**src/pic_consts.svh**
```systemverilog
`ifndef PIC_CONSTS_SVH
`define PIC_CONSTS_SVH

// ============================================================
// Command word decode
`define PIC_W1_MARK_BIT   4
`define PIC_W1_IC4_BIT    0
`define PIC_W1_LEVEL_TRIGGER_SELECT_BIT   3
`define PIC_W1_ADI_BIT    2
`define PIC_W4_UPM_BIT    0
`define PIC_W4_AUTO_END_OF_INTERRUPT_BIT   1
`define PIC_W4_SPECIAL_NESTING_ENABLE_BIT   4
`define PIC_W2_R_BIT      7
`define PIC_W2_SL_BIT     6
`define PIC_W2_EOI_BIT    5
`define PIC_W3_MARK_BIT   3
`define PIC_W3_P_BIT      2
`define PIC_W3_READBACK_ENABLE_BIT   1
`define PIC_W3_RIS_BIT    0
`define PIC_CALL_OPCODE   8'hcd
`define PIC_RESET_MASK    8'hff
`define PIC_RESET_LOWEST  3'h7
`endif

```
**src/pic_pkg.sv**
```systemverilog
package pic_pkg;
  // ============================================================
  // Types
  typedef enum logic [4:0] {
    PIC_ST_IDLE = 5'h01,
    PIC_ST_W2   = 5'h02,
    PIC_ST_W3   = 5'h04,
    PIC_ST_W4   = 5'h08,
    PIC_ST_RUN  = 5'h10
  } pic_init_state_t;

  typedef struct packed {
    logic       wr;
    logic       rd;
    logic       a0;
    logic [7:0] data;
  } pic_host_cmd_t;
endpackage

```
**src/pic_top.sv**
```systemverilog
`include "pic_consts.svh"

module pic_top (
  // Clock and reset
  input  wire  logic                   clk,
  input  wire  logic                   nrst,
  // Host command port
  input  wire  pic_pkg::pic_host_cmd_t cmd,
  output logic [7:0]                   rd_data_q,
  // Acknowledge and data bus
  input  wire  logic                   inta_pulse,
  output logic [7:0]                   bus_data_q,
  output logic                         bus_data_oe_n_q,
  // Requests and interrupt
  input  wire  logic [7:0]             request_input,
  output logic                         int_q
);
  import pic_pkg::*;

  // ============================================================
  // State
  pic_init_state_t init_q;
  logic [7:0] w1_q, w2_q, w4_q;
  logic       single_q;
  logic [7:0] mask_bits_q;
  logic [7:0] pending_request_register_q;
  logic [7:0] in_service_register_q;
  logic [7:0] req_prev_q;
  logic [2:0] lowest_q;
  logic       rot_auto_end_of_interrupt_q;
  logic       readback_select_q;
  logic [1:0] ack_cnt_q;
  logic [2:0] ack_lvl_q;

  logic       is_w1, is_w3, is_w2cmd, is_data;
  logic       upm16, auto_end_of_interrupt, special_nesting_enable;
  logic [7:0] edge_seen;
  logic       req_any;
  logic [2:0] req_lvl;
  logic       isr_any;
  logic [2:0] isr_lvl;
  logic       take;
  logic [7:0] vector;

  assign is_w1    = cmd.wr & ~cmd.a0 & cmd.data[`PIC_W1_MARK_BIT];
  assign is_w3    = cmd.wr & ~cmd.a0 & ~cmd.data[`PIC_W1_MARK_BIT] & cmd.data[`PIC_W3_MARK_BIT];
  assign is_w2cmd = cmd.wr & ~cmd.a0 & ~cmd.data[`PIC_W1_MARK_BIT] & ~cmd.data[`PIC_W3_MARK_BIT];
  assign is_data  = cmd.wr & cmd.a0;
  assign upm16    = w4_q[`PIC_W4_UPM_BIT];
  assign auto_end_of_interrupt     = w4_q[`PIC_W4_AUTO_END_OF_INTERRUPT_BIT];
  assign special_nesting_enable     = w4_q[`PIC_W4_SPECIAL_NESTING_ENABLE_BIT];

  // ============================================================
  // Priority resolve, rotating from the level after the lowest
  always_comb begin
    logic [2:0] lv;
    logic       stop;
    req_any = 1'b0;
    req_lvl = 3'h0;
    isr_any = 1'b0;
    isr_lvl = 3'h0;
    stop    = 1'b0;
    lv      = 3'h0;
    for (int i = 1; i <= 8; i++) begin
      lv = 3'(lowest_q + 3'(i));
      if (!stop && in_service_register_q[lv] && !isr_any) begin
        isr_any = 1'b1;
        isr_lvl = lv;
      end
      // Same level may re-interrupt only with special nesting
      if (!stop && !req_any && pending_request_register_q[lv]
          && !mask_bits_q[lv]
          && (!in_service_register_q[lv] || special_nesting_enable)) begin
        req_any = 1'b1;
        req_lvl = lv;
      end
      if (in_service_register_q[lv])
        stop = 1'b1;
    end
  end

  // Edge mode needs the low-to-high step; level mode takes the level
  assign edge_seen = w1_q[`PIC_W1_LEVEL_TRIGGER_SELECT_BIT] ? request_input
                                            : (request_input & ~req_prev_q);
  assign take = (init_q == PIC_ST_RUN) & inta_pulse & (ack_cnt_q == 2'h0);

  // ============================================================
  // Initialization sequence, host orders the words
  always_ff @(posedge clk or negedge nrst) begin
    if (!nrst) begin
      init_q   <= PIC_ST_IDLE;
      w1_q     <= 8'h00;
      w2_q     <= 8'h00;
      w4_q     <= 8'h00;
      single_q <= 1'b1;
    end else if (is_w1) begin
      init_q   <= PIC_ST_W2;
      w1_q     <= cmd.data;
      w4_q     <= 8'h00;
      single_q <= cmd.data[1];
    end else if (is_data) begin
      unique case (init_q)
        PIC_ST_W2: begin
          w2_q   <= cmd.data;
          init_q <= !single_q ? PIC_ST_W3
                  : (w1_q[`PIC_W1_IC4_BIT] ? PIC_ST_W4 : PIC_ST_RUN);
        end
        PIC_ST_W3: begin
          init_q <= w1_q[`PIC_W1_IC4_BIT] ? PIC_ST_W4 : PIC_ST_RUN;
        end
        PIC_ST_W4: begin
          w4_q   <= cmd.data;
          init_q <= PIC_ST_RUN;
        end
        PIC_ST_IDLE, PIC_ST_RUN: begin
        end
      endcase
    end
  end

  // ============================================================
  // Mask register
  always_ff @(posedge clk or negedge nrst) begin
    if (!nrst)
      mask_bits_q <= `PIC_RESET_MASK;
    else if (is_w1)
      mask_bits_q <= 8'h00;
    else if (is_data && init_q == PIC_ST_RUN)
      mask_bits_q <= cmd.data;
  end

  // ============================================================
  // Pending requests; a new edge wins over acknowledge clear
  always_ff @(posedge clk or negedge nrst) begin
    if (!nrst) begin
      req_prev_q                 <= 8'h00;
      pending_request_register_q <= 8'h00;
    end else begin
      req_prev_q <= request_input;
      if (is_w1)
        pending_request_register_q <= 8'h00;
      else begin
        logic [7:0] nxt;
        nxt = pending_request_register_q;
        if (w1_q[`PIC_W1_LEVEL_TRIGGER_SELECT_BIT])
          nxt = request_input;
        if (take)
          nxt[req_lvl] = 1'b0;
        pending_request_register_q <= nxt | edge_seen;
      end
    end
  end

  // ============================================================
  // In-service, EOI commands and priority rotation
  always_ff @(posedge clk or negedge nrst) begin
    if (!nrst) begin
      in_service_register_q <= 8'h00;
      lowest_q              <= `PIC_RESET_LOWEST;
      rot_auto_end_of_interrupt_q            <= 1'b0;
    end else if (is_w1) begin
      in_service_register_q <= 8'h00;
      lowest_q              <= `PIC_RESET_LOWEST;
      rot_auto_end_of_interrupt_q            <= 1'b0;
    end else if (is_w2cmd) begin
      if (cmd.data[`PIC_W2_EOI_BIT]) begin
        if (cmd.data[`PIC_W2_SL_BIT]) begin
          in_service_register_q[cmd.data[2:0]] <= 1'b0;
          if (cmd.data[`PIC_W2_R_BIT])
            lowest_q <= cmd.data[2:0];
        end else if (isr_any) begin
          in_service_register_q[isr_lvl] <= 1'b0;
          if (cmd.data[`PIC_W2_R_BIT])
            lowest_q <= isr_lvl;
        end
      end else if (cmd.data[`PIC_W2_SL_BIT]) begin
        if (cmd.data[`PIC_W2_R_BIT])
          lowest_q <= cmd.data[2:0];
      end else
        rot_auto_end_of_interrupt_q <= cmd.data[`PIC_W2_R_BIT];
    end else if (take && req_any) begin
      // Auto mode never marks the level in service
      if (!auto_end_of_interrupt)
        in_service_register_q[req_lvl] <= 1'b1;
      else if (rot_auto_end_of_interrupt_q)
        lowest_q <= req_lvl;
    end
  end

  // ============================================================
  // Acknowledge sequence and vector
  always_comb begin
    if (upm16)
      vector = {w2_q[7:3], ack_lvl_q};
    else if (ack_cnt_q == 2'h1)
      vector = w1_q[`PIC_W1_ADI_BIT]
             ? {w1_q[7:5], ack_lvl_q, 2'h0}
             : {w1_q[7:6], ack_lvl_q, 3'h0};
    else
      vector = w2_q;
  end

  always_ff @(posedge clk or negedge nrst) begin
    if (!nrst) begin
      ack_cnt_q       <= 2'h0;
      ack_lvl_q       <= 3'h7;
      bus_data_q      <= 8'h00;
      bus_data_oe_n_q <= 1'b1;
    end else if (take) begin
      // Spurious acknowledge answers with level seven
      ack_lvl_q       <= req_any ? req_lvl : 3'h7;
      ack_cnt_q       <= 2'h1;
      bus_data_q      <= upm16 ? 8'h00 : `PIC_CALL_OPCODE;
      bus_data_oe_n_q <= upm16;
    end else if (inta_pulse && ack_cnt_q != 2'h0) begin
      bus_data_q      <= vector;
      bus_data_oe_n_q <= 1'b0;
      ack_cnt_q       <= (upm16 || ack_cnt_q == 2'h2) ? 2'h0 : 2'h2;
    end else
      bus_data_oe_n_q <= 1'b1;
  end

  // ============================================================
  // Interrupt line and readback
  always_ff @(posedge clk or negedge nrst) begin
    if (!nrst)
      int_q <= 1'b0;
    else
      int_q <= (init_q == PIC_ST_RUN) && req_any && (ack_cnt_q == 2'h0) && !take;
  end

  always_ff @(posedge clk or negedge nrst) begin
    if (!nrst)
      readback_select_q <= 1'b0;
    else if (is_w1)
      readback_select_q <= 1'b0;
    else if (is_w3 && cmd.data[`PIC_W3_READBACK_ENABLE_BIT])
      readback_select_q <= cmd.data[`PIC_W3_RIS_BIT];
  end

  always_ff @(posedge clk or negedge nrst) begin
    if (!nrst)
      rd_data_q <= 8'h00;
    else if (cmd.a0)
      rd_data_q <= mask_bits_q;
    else
      rd_data_q <= readback_select_q ? in_service_register_q
                                     : pending_request_register_q;
  end
endmodule

```
**config.mk**
```make
export PLATFORM = sky130hd
export DESIGN_NAME = pic_top
export DESIGN_NICKNAME = d
export VERILOG_FILES = /design/src/pic_pkg.sv /design/src/pic_top.sv
export VERILOG_INCLUDE_DIRS = /design/src
export SDC_FILE = /design/constraint.sdc
export NUM_CORES = 1
export LEC_CHECK = 0
export ABC_AREA = 1
export BUFFER_PORTS_ARGS = -buffer_cell sky130_fd_sc_hd__buf_2
export CAP_MARGIN = 20
export CORE_ASPECT_RATIO = 1.75
export CORE_UTILIZATION = 56
export DETAILED_ROUTE_END_ITERATION = 7
export GPL_ROUTABILITY_DRIVEN = 0
export GPL_TIMING_DRIVEN = 0
export PLACE_DENSITY = 0.76
export SLEW_MARGIN = 20
export SYNTH_ARGS = -nofsm -noshare
export SYNTH_HDL_FRONTEND = slang
export SYNTH_SLANG_ARGS = --single-unit
```
**constraint.sdc**
```tcl
create_clock -name clk -period 3.35 [get_ports clk]
set_input_delay 0.335 -clock clk [delete_from_list [all_inputs] [get_ports clk]]
set_output_delay 0.335 -clock clk [all_outputs]
set_load 0.02 [all_outputs]
```
**Word level (Yosys, flattened, before mapping)**

Index checks and enable logic that the tools add are counted.

- Bits in registers: 87
- Word-level logic and storage cells: 338

- Add/subtract/negate cells: 7
- $lt $le $gt $ge: 14
- Equal/unequal tests: 13
- Muxes and demuxes: 146
- Bitwise operators: 22
- Reduce and logical (&&, ||, !) cells: 118

Operators by type and width:

| cell | count |
|---|---|
| 8-bit 2-to-1 mux | 22 |
| 3-bit 2-to-1 mux | 28 |
| 1-bit binary-select mux with 3-bit select | 24 |
| 1-bit 2-to-1 mux | 57 |
| 1-bit logical AND | 54 |
| 3-bit by 4-bit less-than comparator with 1-bit output, second input constant | 11 |
| 1-bit zero test | 37 |
| 5-bit 2-to-1 mux | 7 |
| 8-bit AND | 4 |
| 8-bit NOT | 4 |
| 8-bit bitwise OR | 2 |
| 5-bit case mux with 3 select lines | 1 |
| 2-bit nonzero test | 7 |
| 3-bit adder, second input constant | 4 |
| 1-bit demux with 3-bit select | 3 |
| 3-bit by 1-bit >= comparator with 1-bit output, second input constant | 3 |
| 1-bit logical OR | 9 |
| 3-bit nonzero test | 3 |
| 1-bit AND | 8 |
| 4-bit != test, second input constant | 2 |
| 3-bit by 2-bit adder with 3-bit output, second input constant | 2 |
| 2-bit 2-to-1 mux | 3 |
| 6-bit 2-to-1 mux | 1 |
| 3-bit AND reduction | 2 |
| 17 further kinds | 22 |

**Longest topological paths before layout**

Gate-level depths: netlist of run 1.

- Depth after elaboration: 59
- Depth in mapped cells: 26
- Mapped depth without buffers: 23

**Worst setup path before layout of run 1**

Ideal clock, no wire load.

- Path type: register to register
- From: register lowest_q[0]
- To: register in_service_register_q[7]
- Library setup time: 63 ps
- Arrival time: 3171 ps
- Required time: 3287 ps
- Setup slack: 116 ps
- Cell stages (with the launch flop): 25
- Path buffers: 4
- Clock period less this slack: 3234 ps
- Cells stage by stage: dfstp_2 -> buf_4 -> inv_4 -> buf_6 -> buf_6 -> ha_1 -> inv_1 -> buf_2 -> nand3_1 -> nand3_1 -> nand2_2 -> inv_2 -> nand4_4 -> nor2_8 -> nand2_4 -> nor2_4 -> nand3b_2 -> nand2_2 -> nand2_4 -> nand3_4 -> nor2_8 -> nand2_1 -> o21ai_1 -> nand2_1 -> inv_1

- Cells in the longest elaborated chain, start to end: 58
- Elaborated cells on any way between the ends: 205
- Those cells by class: 7 x add/sub; 4 x order compare; 1 x eq/ne; 97 x mux; 3 x bitwise; 93 x reduce/logical

Ends and longest elaborated chain:

| what | RTL line | source |
|---|---|---|
| from (decl) | pic_top.sv:29 | `logic [2:0] lowest_q;` |
| from (signal assigned) | pic_top.sv:159 | `` lowest_q <= `PIC_RESET_LOWEST; `` |
| from (signal assigned) | pic_top.sv:163 | `` lowest_q <= `PIC_RESET_LOWEST; `` |
| from (signal assigned) | pic_top.sv:170 | `lowest_q <= cmd.data[2:0];` |
| 3-bit by 1-bit adder with 3-bit output | pic_top.sv:65 | `lv = 3'(lowest_q + 3'(i));` |
| 1-bit binary-select mux with 3-bit select (on tied branches) | - |  |
| 1-bit 2-to-1 mux (on tied branches) | - |  |
| 1-bit zero test (on tied branches) | pic_top.sv:72, pic_top.sv:73 |  |
| 1-bit logical AND or 1-bit logical OR (tied branches) | pic_top.sv:72, pic_top.sv:73 |  |
| 1-bit logical AND | pic_top.sv:73 | `&& (!in_service_register_q[lv] \|\| special_nesting_enable)) begin` |
| 1-bit 2-to-1 mux | pic_top.sv:71 | `if (!stop && !req_any && pending_request_register_q[lv]` |
| 1-bit zero test | pic_top.sv:71 |  |
| [42 not listed] | - |  |
| 1-bit logical AND (not written as such) | pic_top.sv:184 | `in_service_register_q[req_lvl] <= 1'b1;` |
| 1-bit 2-to-1 mux (not written as such) | pic_top.sv:184 |  |
| 1-bit demux with 3-bit select | pic_top.sv:184 |  |
| 8-bit bitwise OR (no line) | - |  |
| 8-bit 2-to-1 mux | pic_top.sv:183 | `if (!auto_end_of_interrupt)` |
| 8-bit 2-to-1 mux | pic_top.sv:181 | `end else if (take && req_any) begin` |
| 8-bit 2-to-1 mux | pic_top.sv:165 | `end else if (is_w2cmd) begin` |
| 8-bit 2-to-1 mux | pic_top.sv:161 | `end else if (is_w1) begin` |
| to (signal assigned) | pic_top.sv:162 | `in_service_register_q <= 8'h00;` |
| to (signal, indexed assignment) | pic_top.sv:168 | `in_service_register_q[cmd.data[2:0]] <= 1'b0;` |
| to (signal, indexed assignment) | pic_top.sv:184 |  |
| to (decl) | pic_top.sv:27 | `logic [7:0] in_service_register_q;` |

Several ways; a longest one is shown, not always the timed one. The select of a mux whose other input is x is not followed.
A chain may end at the register's enable or synchronous reset.

**Worst setup path in the final report of run 1**

- From: register lowest_q[1]
- To: register pending_request_register_q[4]

- Cells in the longest elaborated chain, start to end: 59
- Elaborated cells on any way between the ends: 156
- Those cells by class: 7 x add/sub; 2 x order compare; 75 x mux; 3 x bitwise; 69 x reduce/logical

Ends and longest elaborated chain:

| what | RTL line | source |
|---|---|---|
| 3-bit by 1-bit adder with 3-bit output | pic_top.sv:65 |  |
| 1-bit binary-select mux with 3-bit select (on tied branches) | pic_top.sv:72, pic_top.sv:73, pic_top.sv:77 |  |
| 1-bit 2-to-1 mux (on tied branches) | pic_top.sv:72, pic_top.sv:73, pic_top.sv:77 |  |
| 1-bit zero test (on tied branches) | pic_top.sv:72, pic_top.sv:73 |  |
| 1-bit logical AND or 1-bit logical OR (tied branches) | pic_top.sv:72, pic_top.sv:73 |  |
| 1-bit logical AND | pic_top.sv:73 |  |
| 1-bit 2-to-1 mux | pic_top.sv:71 |  |
| 1-bit zero test | pic_top.sv:71 |  |
| [43 not listed] | - |  |
| 1-bit 2-to-1 mux (not written as such) | pic_top.sv:148 | `nxt[req_lvl] = 1'b0;` |
| 1-bit demux with 3-bit select * | pic_top.sv:148 |  |
| 8-bit NOT (no line) * | - |  |
| 8-bit AND (no line) * | - |  |
| 8-bit 2-to-1 mux * | pic_top.sv:147 | `if (take)` |
| 8-bit 2-to-1 mux * | pic_top.sv:140 | `if (is_w1)` |
| 8-bit bitwise OR * | pic_top.sv:149 | `pending_request_register_q <= nxt \| edge_seen;` |
| 8-bit 2-to-1 mux * | pic_top.sv:140 |  |
| to (signal assigned) | pic_top.sv:149 |  |
| to (decl) | pic_top.sv:26 | `logic [7:0] pending_request_register_q;` |

Mark *: on every way between the ends. The rest lies on a longest branch, timed or not. The select of a mux whose other input is x is not followed.

==> results of run 1 <==
[final timing paths]
path,start,end,slack (ps),cells after the start
worst max-delay path,lowest_q[1]$_DFFE_PN1P_,pending_request_register_q[4]$_DFF_PN0_,70,20
worst min-delay path,request_input[0],req_prev_q[0]$_DFF_PN0_,120,1
worst max register to register,lowest_q[1]$_DFFE_PN1P_,pending_request_register_q[4]$_DFF_PN0_,70,20
worst min register to register,init_q[0]$_DFFE_PN1P_,init_q[0]$_DFFE_PN1P_,460,2
max in group asynchronous,nrst,bus_data_oe_n_q$_DFF_PN1_,2240,3
min in group asynchronous,nrst,init_q[4]$_DFFE_PN0P_,460,2
[worst register-to-register path, cell delays in order (launching register included)]
cell and delay (ps):
dfstp_2 620, clkinv_8 80, ha_4 270, inv_2 90, buf_6 150, nand3_2 110
nand3_4 120, nand2_4 80, inv_2 100, nand2_2 90, nor2_2 180, nor2_4 80
buf_4 140, nand3_1 60, nand3_1 90, nor2_2 180, nand2_1 110, nor2_4 240
nand4_1 190, nand2_1 110, a21oi_1 60
[logic make-up (layout without fill, tap and decap cells)]
family,count (synthesis),in the layout,synth area share
fa+ha+maj,2,2,0.004303
xor+xnor,2,2,0.005597
flops,83,83,0.3609
simple gates,486,487,0.3889
buf+inv,135,208,0.09662
compound gates,153,153,0.1437
[cell usage after synthesis (2+ instances only)]
cell type,n
inv_1,100
dfrtp_1,66
o21bai_1,3
nor2_2,7
dfstp_2,17
clkbuf_1,13
nor2_8,3
nor4_1,3
buf_4,2
ha_1,2
o22ai_1,4
a21oi_1,42
nor3_1,6
buf_1,5
o21ai_0,79
o211ai_1,2
o31ai_1,2
nand3_1,93
o21ai_1,4
nor2_1,60
nand4_1,17
nor2_4,3
o21a_1,2
a22oi_1,4
a211oi_1,2
buf_2,3
a31oi_1,4
inv_2,4
nand3_4,2
nand2_4,7
inv_4,2
buf_6,5
nand2_2,5
nand3_2,8
nand2_1,268
[layer usage]
layer / vias up / GRT usage / wire [um]
met5: - / 0 / 0
met4: 0 / 0.2687 / 1526
met3: 104 / 0.06267 / 1058
met2: 326 / 0.6561 / 9855
met1: 3012 / 0.3820 / 6551
li1: 2953 / - / -
[metrics by stage]
step,setup TNS [ps],util
finish,0,0.6963
global route,-178.1,0.6963
CTS,0,0.6732
detailed placement,-14480,0.6205
global placement,-12470,0.6175
floorplan,0,-
[sequential cells by signal (all words and copies together) (netlist names)]
signal                       cells
ack_lvl_q                        3
bus_data_oe_n_q                  1
int_q                            1
w1_q                             6
init_q                           5
rot_auto_end_of_interrupt_q      1
in_service_register_q            8
pending_request_register_q       8
bus_data_q                       8
ack_cnt_q                        2
single_q                         1
w2_q                             8
w4_q                             3
mask_bits_q                      8
readback_select_q                1
lowest_q                         3
req_prev_q                       8
rd_data_q                        8
[layout make-up]
class | instances | area, sq um | area share
buffer | 24 | 137.6 | 0.01983
clock buffer | 12 | 256.5 | 0.03695
clock inverter | 4 | 72.57 | 0.01045
inverter | 107 | 435.4 | 0.06273
multi-input combinational | 644 | 3364 | 0.4847
sequential | 83 | 2098 | 0.3023
tap | 125 | 156.4 | 0.02253
timing repair buffer | 60 | 411.6 | 0.05930
timing repair inverter | 1 | 8.758 | 0.001262
[timing repair]
action                                 CTS  global route
hold buffers                             1             0
endpoints found under the hold margin   25             0
pin swaps                               17            15
gates resized for setup                 30            28
setup endpoints to repair               23            22
cloned                                   1             1
buffers inserted                         9            12
==> flow_summary.toml, run 1 <==
[yosys]
seq_area_frac_synth = 0.3609
synth_area_leaders = "dfrtp_1 28%, nand2_1 17%, nand3_1 8.0%, dfstp_2 7.7%, o21ai_0 6.8%"
synth_ff_type = "dfrtp_1"
syn_area_sq_um = 5814
synth_edf_count = 0
syn-num-nets = 885
async_flop_share = 1.000
synth_top_area_cell = "dfrtp_1"
synth_top_cell_area_share = 0.2841
syn_inst = 861
ys_seq_elements = 83
yosys_warnings = 0
syn_area_per_cell_sq_um = 6.753
synth_cell_type_count = 47

[route]
drc = 0
num_vias = 6395
first_pass_iters = 6
wl_per_cell_um = 17.92
viasPerCell = 6.033
ant_nets = 0
drt_iter0_drc = 582
postRouteWirelength_mm = 18.99

[worst_setup_path]
arrival_ps = 3490
slowest_stage = "dfstp_2"
critical_path_buf_inv_count = 5
crit_chain = "clkinv_8 -> ha_4 -> inv_2 -> buf_6 -> nand3_2 -> nand3_4 -> nand2_4 -> inv_2 -> nand2_2 -> nor2_2 -> nor2_4 -> buf_4 -> nand3_1 -> nand3_1 -> nor2_2 -> nand2_1 -> nor2_4 -> nand4_1 -> nand2_1 -> a21oi_1"
path_class = "reg -> reg"
critPathTopFamily = "simple AND/OR/NAND/NOR gates"
setup.worst_path.start_class = "flop"
max_stage_delay_ps = 620
critPathMaxFanout = 10
required_ps = 3550
endpoint_kind = "flop"

[outcome]
outcome = "complete, no violations"

[timing]
worstMarginPinSlew_ps = 795.7
setup_violations = 0
holdWs_ps = 120.9
finClkSkew_ps = 8.573
rsz0062_at_grt = "true"
fmax_mhz = 304.5
max_slew_margin = 0.4650
drv_slew = 0
period_share = 0.9803
hold_viol_final = 0
final.min_clock_period_ps = 3284
worst_slack_ps = 65.86

[placed_design]
port-buffer-count = 37
placedCellCount = 1024
place_ws_ps = -830.6
dp_hpwl_mm = 14.22
dpl_cell_area_sq_um = 6186

[floorplanning]
num_rows = 48
start_util = 0.5832
ioPinCount = 40
die_area_sq_um = 10810
die_w_um = 79.03
chipHeight_um = 136.8
core_sq_um = 9970

[layout]
final_area_sq_um = 6942
drive_gt1_frac = 0.1882
fillers = 859
fin_nets = 954
syn_to_final_growth_pct = 19.39
antenna_cells = 0
final_cell_mix = "262 x nand2_1, 98 x inv_1, 80 x nand3_1"
fin_cells = 1060
final_common_cell = "nand2_1"

[global_route]
grt_first_pass_wirelength_mm = 30.13
grt_usage = 0.3686
antenna_found_initial = 0
grt_max_degree = 56
grt_pass1_vias = 6086
overflow = 0

[cts]
cts_sinks = 83
clk_latency_ps = 350
cts_buffers = 9
clk_pin_slew_worst_paths_ps = 60
cts_root_buffer = "clkbuf_16"
cts_tree = "done"
clock_path_buffers = 2
htree_num_levels = 3

[run]
cap_viol_max_count = 0

[hold_path]
min_path_type = "in -> reg"
Power of run 1 is not shown: default switching activity piles up to over one toggle a cycle in this logic, so the estimate is an artifact.
==> run 2, diff against run 1 <==
ABC_AREA = not set   (was 1)
==> run 2 against run 1 <==
The run now ends with setup timing left. Sequential share of layout area shrank 3.3 points. Wire length grew 14%. Synthesized area grew 2.8%. Fmax shrank 17%. Worst hold slack lost 11 ps. Core utilization grew 5.9 points. Cell count shrank 16%. Die area grew 2.7%. Critical path type unchanged. Largest cell class unchanged.
==> flow_summary.toml, run 2 <==
[yosys]
synth_ff_type = "dfrtp_1"
ys_seq_elements = 83
synth_area_leaders = "dfrtp_1 28%, dfstp_2 7.5%, mux2i_1 6.9%, mux4_2 5.3%, nand2_1 4.8%"
synth_most_common_cell = "nand2_1"
yosys_warnings = 0
syn-num-nets = 679
synth_top_area_cell = "dfrtp_1"
syn_inst = 655
async_flop_share = 1.000
synth_common_cells = "77 x nand2_1, 66 x dfrtp_1, 54 x nor2_1"
seq_area_frac_synth = 0.3511
synth_top_cell_area_share = 0.2763
syn_area_sq_um = 5977
synth_cell_type_count = 86
syn_area_per_cell_sq_um = 9.125
synth_edf_count = 0

[placed_design]
dp_hpwl_mm = 13.56
place_ws_ps = -978.9
placedCellCount = 817
dpl_cell_area_sq_um = 6514
port-buffer-count = 34

[global_route]
antenna_found_initial = 0
overflow = 0
grt_pass1_vias = 6037
grt_first_pass_wirelength_mm = 33.27
grt_usage = 0.4063
grt_max_degree = 63

[floorplanning]
num_rows = 49
ioPinCount = 40
core_sq_um = 10300
die_w_um = 80.10
die_area_sq_um = 11110
start_util = 0.5803
chipHeight_um = 138.7

[timing]
worst_slack_ps = -600.0
hold_viol_final = 0
setup_violations = 22
rsz0062_at_grt = "true"
finClkSkew_ps = 14.17
fmax_mhz = 253.2
drv_slew = 0
worstMarginPinSlew_ps = 1001
max_slew_margin = 0.3272
period_share = 1.179
final.min_clock_period_ps = 3950

[cts]
cts_buffers = 9
cts_root_buffer = "clkbuf_16"
clk_pin_slew_worst_paths_ps = 60
cts_tree = "done"
clock_path_buffers = 2
cts_sinks = 83
htree_num_levels = 3
clk_latency_ps = 350

[worst_setup_path]
critPathMaxFanout = 8
required_ps = 3630
setup.worst_path.start_class = "flop"
r2r_setup_slack_ps = -600
arrival_ps = 4230
endpoint_kind = "flop"
path_class = "reg -> reg"

[layout]
fin_nets = 785
final_common_cell = "nand2_1"
drive_gt1_frac = 0.3329
antenna_cells = 0
fillers = 677
fin_cells = 893
final_area_sq_um = 7780
syn_to_final_growth_pct = 30.17
fin_util = 0.7553
final_cell_mix = "77 x nand2_1, 66 x dfrtp_1, 53 x buf_4"

[route]
viasPerCell = 6.924
drt_iter0_drc = 673
drc = 0
first_pass_iters = 5
postRouteWirelength_mm = 21.71
num_vias = 6183
wl_per_cell_um = 24.31
ant_nets = 0

[outcome]
violations = "setup timing"
outcome = "complete, but fails checks"

[hold_path]
min_path_type = "in -> reg"

[run]
cap_viol_max_count = 0
[run 2: path summary, 6_finish.rpt]
path,cells after the start,to,from
worst min-delay path,1,req_prev_q[7]$_DFF_PN0_,request_input[7]
worst max register to register,15,in_service_register_q[1]$_DFFE_PN0P_,lowest_q[1]$_DFFE_PN1P_
max in group asynchronous,3,init_q[0]$_DFFE_PN1P_,nrst
worst min register to register,2,single_q$_DFFE_PN1P_,single_q$_DFFE_PN1P_
worst max-delay path,15,in_service_register_q[1]$_DFFE_PN0P_,lowest_q[1]$_DFFE_PN1P_
min in group asynchronous,2,w1_q[7]$_DFFE_PN0P_,nrst
[run 2: cell families (layout without fill, tap and decap cells)]
| family | count (synthesis) | after routing | synth area share |
|---|---|---|---|
| compound gates | 179 | 179 | 0.2123 |
| buf+inv | 74 | 185 | 0.05380 |
| mux | 77 | 77 | 0.1664 |
| xor+xnor | 4 | 4 | 0.01466 |
| simple gates | 236 | 236 | 0.1976 |
| flops | 83 | 83 | 0.3511 |
| fa+ha+maj | 2 | 2 | 0.004186 |
[run 2: through the flow]
step | hold WS [ps] | setup TNS (ps)
after global placement | 450.6 | -16490
after global routing | 111.0 | -18360
after floorplan | 39.41 | -4433
final | 110.4 | -11470
after CTS | 106.9 | -8674
after detailed placement | 245.9 | -18020
[run 2: critical path: stages (launching register included)]
cell,delay (ps)
dfstp_2,690
ha_4,180
buf_8,170
xor2_4,400
buf_4,210
nor3_2,60
a221o_2,400
and4_1,240
buf_6,130
buf_4,130
nand2_1,100
nor3_2,100
or3_1,350
or3_4,360
nor3_4,160
a22o_1,170
[run 2: area by class of cell]
cell class | count | area (sq um) | share of cell area
multi-input combinational | 498 | 4071 | 0.5233
timing repair buffer | 97 | 728.2 | 0.09360
buffer | 38 | 249.0 | 0.03200
inverter | 34 | 145.1 | 0.01866
clock buffer | 12 | 256.5 | 0.03297
sequential | 83 | 2098 | 0.2697
tap | 127 | 158.9 | 0.02042
clock inverter | 4 | 72.57 | 0.009328
[run 2: what timing repair did]
item                                   4_1_cts  5_1_grt
pin swaps                                   42       38
gates resized for setup                     57       33
endpoints found under the hold margin       15        0
hold buffers                                 1        0
buffers inserted                            41       20
setup endpoints to repair                   22       22
[run 2: routing by layer]
metal / wire (um) / global-route usage / part of all wire / up-vias
met4: 1942 / 0.3130 / 0.089 / 0
met3: 2294 / 0.1757 / 0.11 / 169
met1: 7090 / 0.4270 / 0.33 / 2909
li1: - / - / - / 2645
met5: 0 / 0 / 0 / -
met2: 10380 / 0.6257 / 0.48 / 460
Power of run 2 is left out for the same reason.
==> run 3, diff against run 2 <==
BUFFER_PORTS_ARGS = -buffer_cell sky130_fd_sc_hd__clkbuf_2   (was -buffer_cell sky130_fd_sc_hd__buf_2)
==> run 3 against run 2 <==
The flow still finishes with violations (setup timing). Sequential share of layout area increased by 0.10 points. Sequential cell count unchanged. Global-route usage decreased by 1.8 points. Count of clock-buffer cells in the layout unchanged. Critical endpoint is now in_service_register_q[3]$_DFFE_PN0P_. Non-clock buffer count increased by 4. Die area unchanged. Highest routed layer unchanged. Setup slack improved by 87 ps. Register-to-register slack improved by 90 ps.
==> flow_summary.toml, run 3 (synthesis results as in run 2) <==
[outcome]
outcome = "complete, but fails checks"
violations = "setup timing"

[hold_path]
min_path_type = "in -> reg"

[timing]
drv_slew = 0
worst_slack_ps = -512.7
hold_viol_final = 0
rsz0062_at_grt = "true"
setup_violations = 22
finClkSkew_ps = 7.650
final.setup.tns_ps = -9212
final.min_clock_period_ps = 3863
period_share = 1.153
worstMarginPinSlew_ps = 1010
fmax_mhz = 258.9
max_slew_margin = 0.3212

[worst_setup_path]
arrival_ps = 4140
critPathMaxFanout = 8
required_ps = 3630
path_class = "reg -> reg"
endpoint_kind = "flop"
setup.worst_path.start_class = "flop"

[cts]
cts_root_buffer = "clkbuf_16"
htree_num_levels = 3
cts_tree = "done"
clk_pin_slew_worst_paths_ps = 60
cts_sinks = 83
clock_path_buffers = 2
cts_buffers = 9
clk_latency_ps = 340

[layout]
fin_nets = 789
drive_gt1_frac = 0.3325
antenna_cells = 0
final_common_cell = "nand2_1"
syn_to_final_growth_pct = 29.68
final_cell_mix = "77 x nand2_1, 66 x dfrtp_1, 54 x buf_4"

[floorplanning]
core_sq_um = 10300
die_w_um = 80.10
chipHeight_um = 138.7
die_area_sq_um = 11110
start_util = 0.5803
num_rows = 49
ioPinCount = 40

[route]
drc = 0
ant_nets = 0
postRouteWirelength_mm = 20.66
num_vias = 6163
wl_per_cell_um = 23.04
first_pass_iters = 6
viasPerCell = 6.871
drt_iter0_drc = 375

[global_route]
grt_usage = 0.3884
grt_pass1_vias = 6184
grt_first_pass_wirelength_mm = 32.18
grt_max_degree = 58
overflow = 0
antenna_found_initial = 0

[placed_design]
port-buffer-count = 34
dp_hpwl_mm = 13.62

[run]
cap_viol_max_count = 0
-- run 3: cell types whose count changed in the layout (fill, tap and decap cells not counted), sizes merged --
cell / previous run / this run
clkinvlp: 1 / 2
bufinv: 2 / 1
buf: 111 / 80
clkbuf: 35 / 70
-- run 3: area by class of cell --
cell class | instances | area [sq um]
plain buffers | 38 | 234.0
clock buffers | 12 | 246.5
clock inverters | 4 | 50.05
fillers | 723 | 2549
inverters | 34 | 142.6
multi-input cells | 498 | 4055
flip-flops and latches | 83 | 2098
well taps | 127 | 158.9
repair buffers | 101 | 765.7
-- run 3: final timing paths --
path / startpoint / to / slack (ps) / cells after the start
max in group asynchronous: nrst / init_q[0]$_DFFE_PN1P_ / 2180 / 3
hold / removal: request_input[7] / req_prev_q[7]$_DFF_PN0_ / 120 / 1
hold reg to reg: single_q$_DFFE_PN1P_ / single_q$_DFFE_PN1P_ / 460 / 2
setup / recovery: lowest_q[1]$_DFFE_PN1P_ / in_service_register_q[3]$_DFFE_PN0P_ / -510 / 15
min in group asynchronous: nrst / bus_data_q[0]$_DFFE_PN0P_ / 490 / 2
setup reg to reg: lowest_q[1]$_DFFE_PN1P_ / in_service_register_q[3]$_DFFE_PN0P_ / -510 / 15
-- run 3: worst max-delay path: stages (launching register included) --
cell	delay (ps)
dfstp_2	630
buf_8	140
clkinv_8	40
ha_4	310
mux2_4	350
nor3_4	250
a221o_2	270
and4_1	240
buf_6	140
o211ai_1	110
and4_4	200
a2bb2oi_2	140
or2_1	250
buf_6	150
o41ai_4	390
a22o_1	180
-- run 3: routing by layer --
layer  global-route usage  wire, um
met1               0.3990      6855
met2               0.6203     10170
met3               0.1164      1678
met4               0.3459      1958
met5                    0         0
-- run 3: timing repair --
action | in CTS | in global routing
gates cloned | 1 | 0
pin swaps | 35 | 25
endpoints found under the hold margin | 19 | 0
setup endpoints to repair | 22 | 22
resized for setup | 60 | 19
buffers inserted | 49 | 16
hold buffers | 1 | 0
-- run 3: per-stage QoR --
stage	area [sq um]	hold WS (ps)	instances	utilization	setup slack, ps
global placement	6484	450.6	816	0.6295	-916.9
CTS	7542	113.4	883	0.7323	-391.8
global route	7751	120.9	897	0.7526	-574.6
floorplan	6155	39.41	655	-	-305.5
finish	7751	116.4	897	0.7526	-512.7
detailed placement	6514	309.0	817	0.6324	-926.7
Power of run 3 is left out for the same reason.
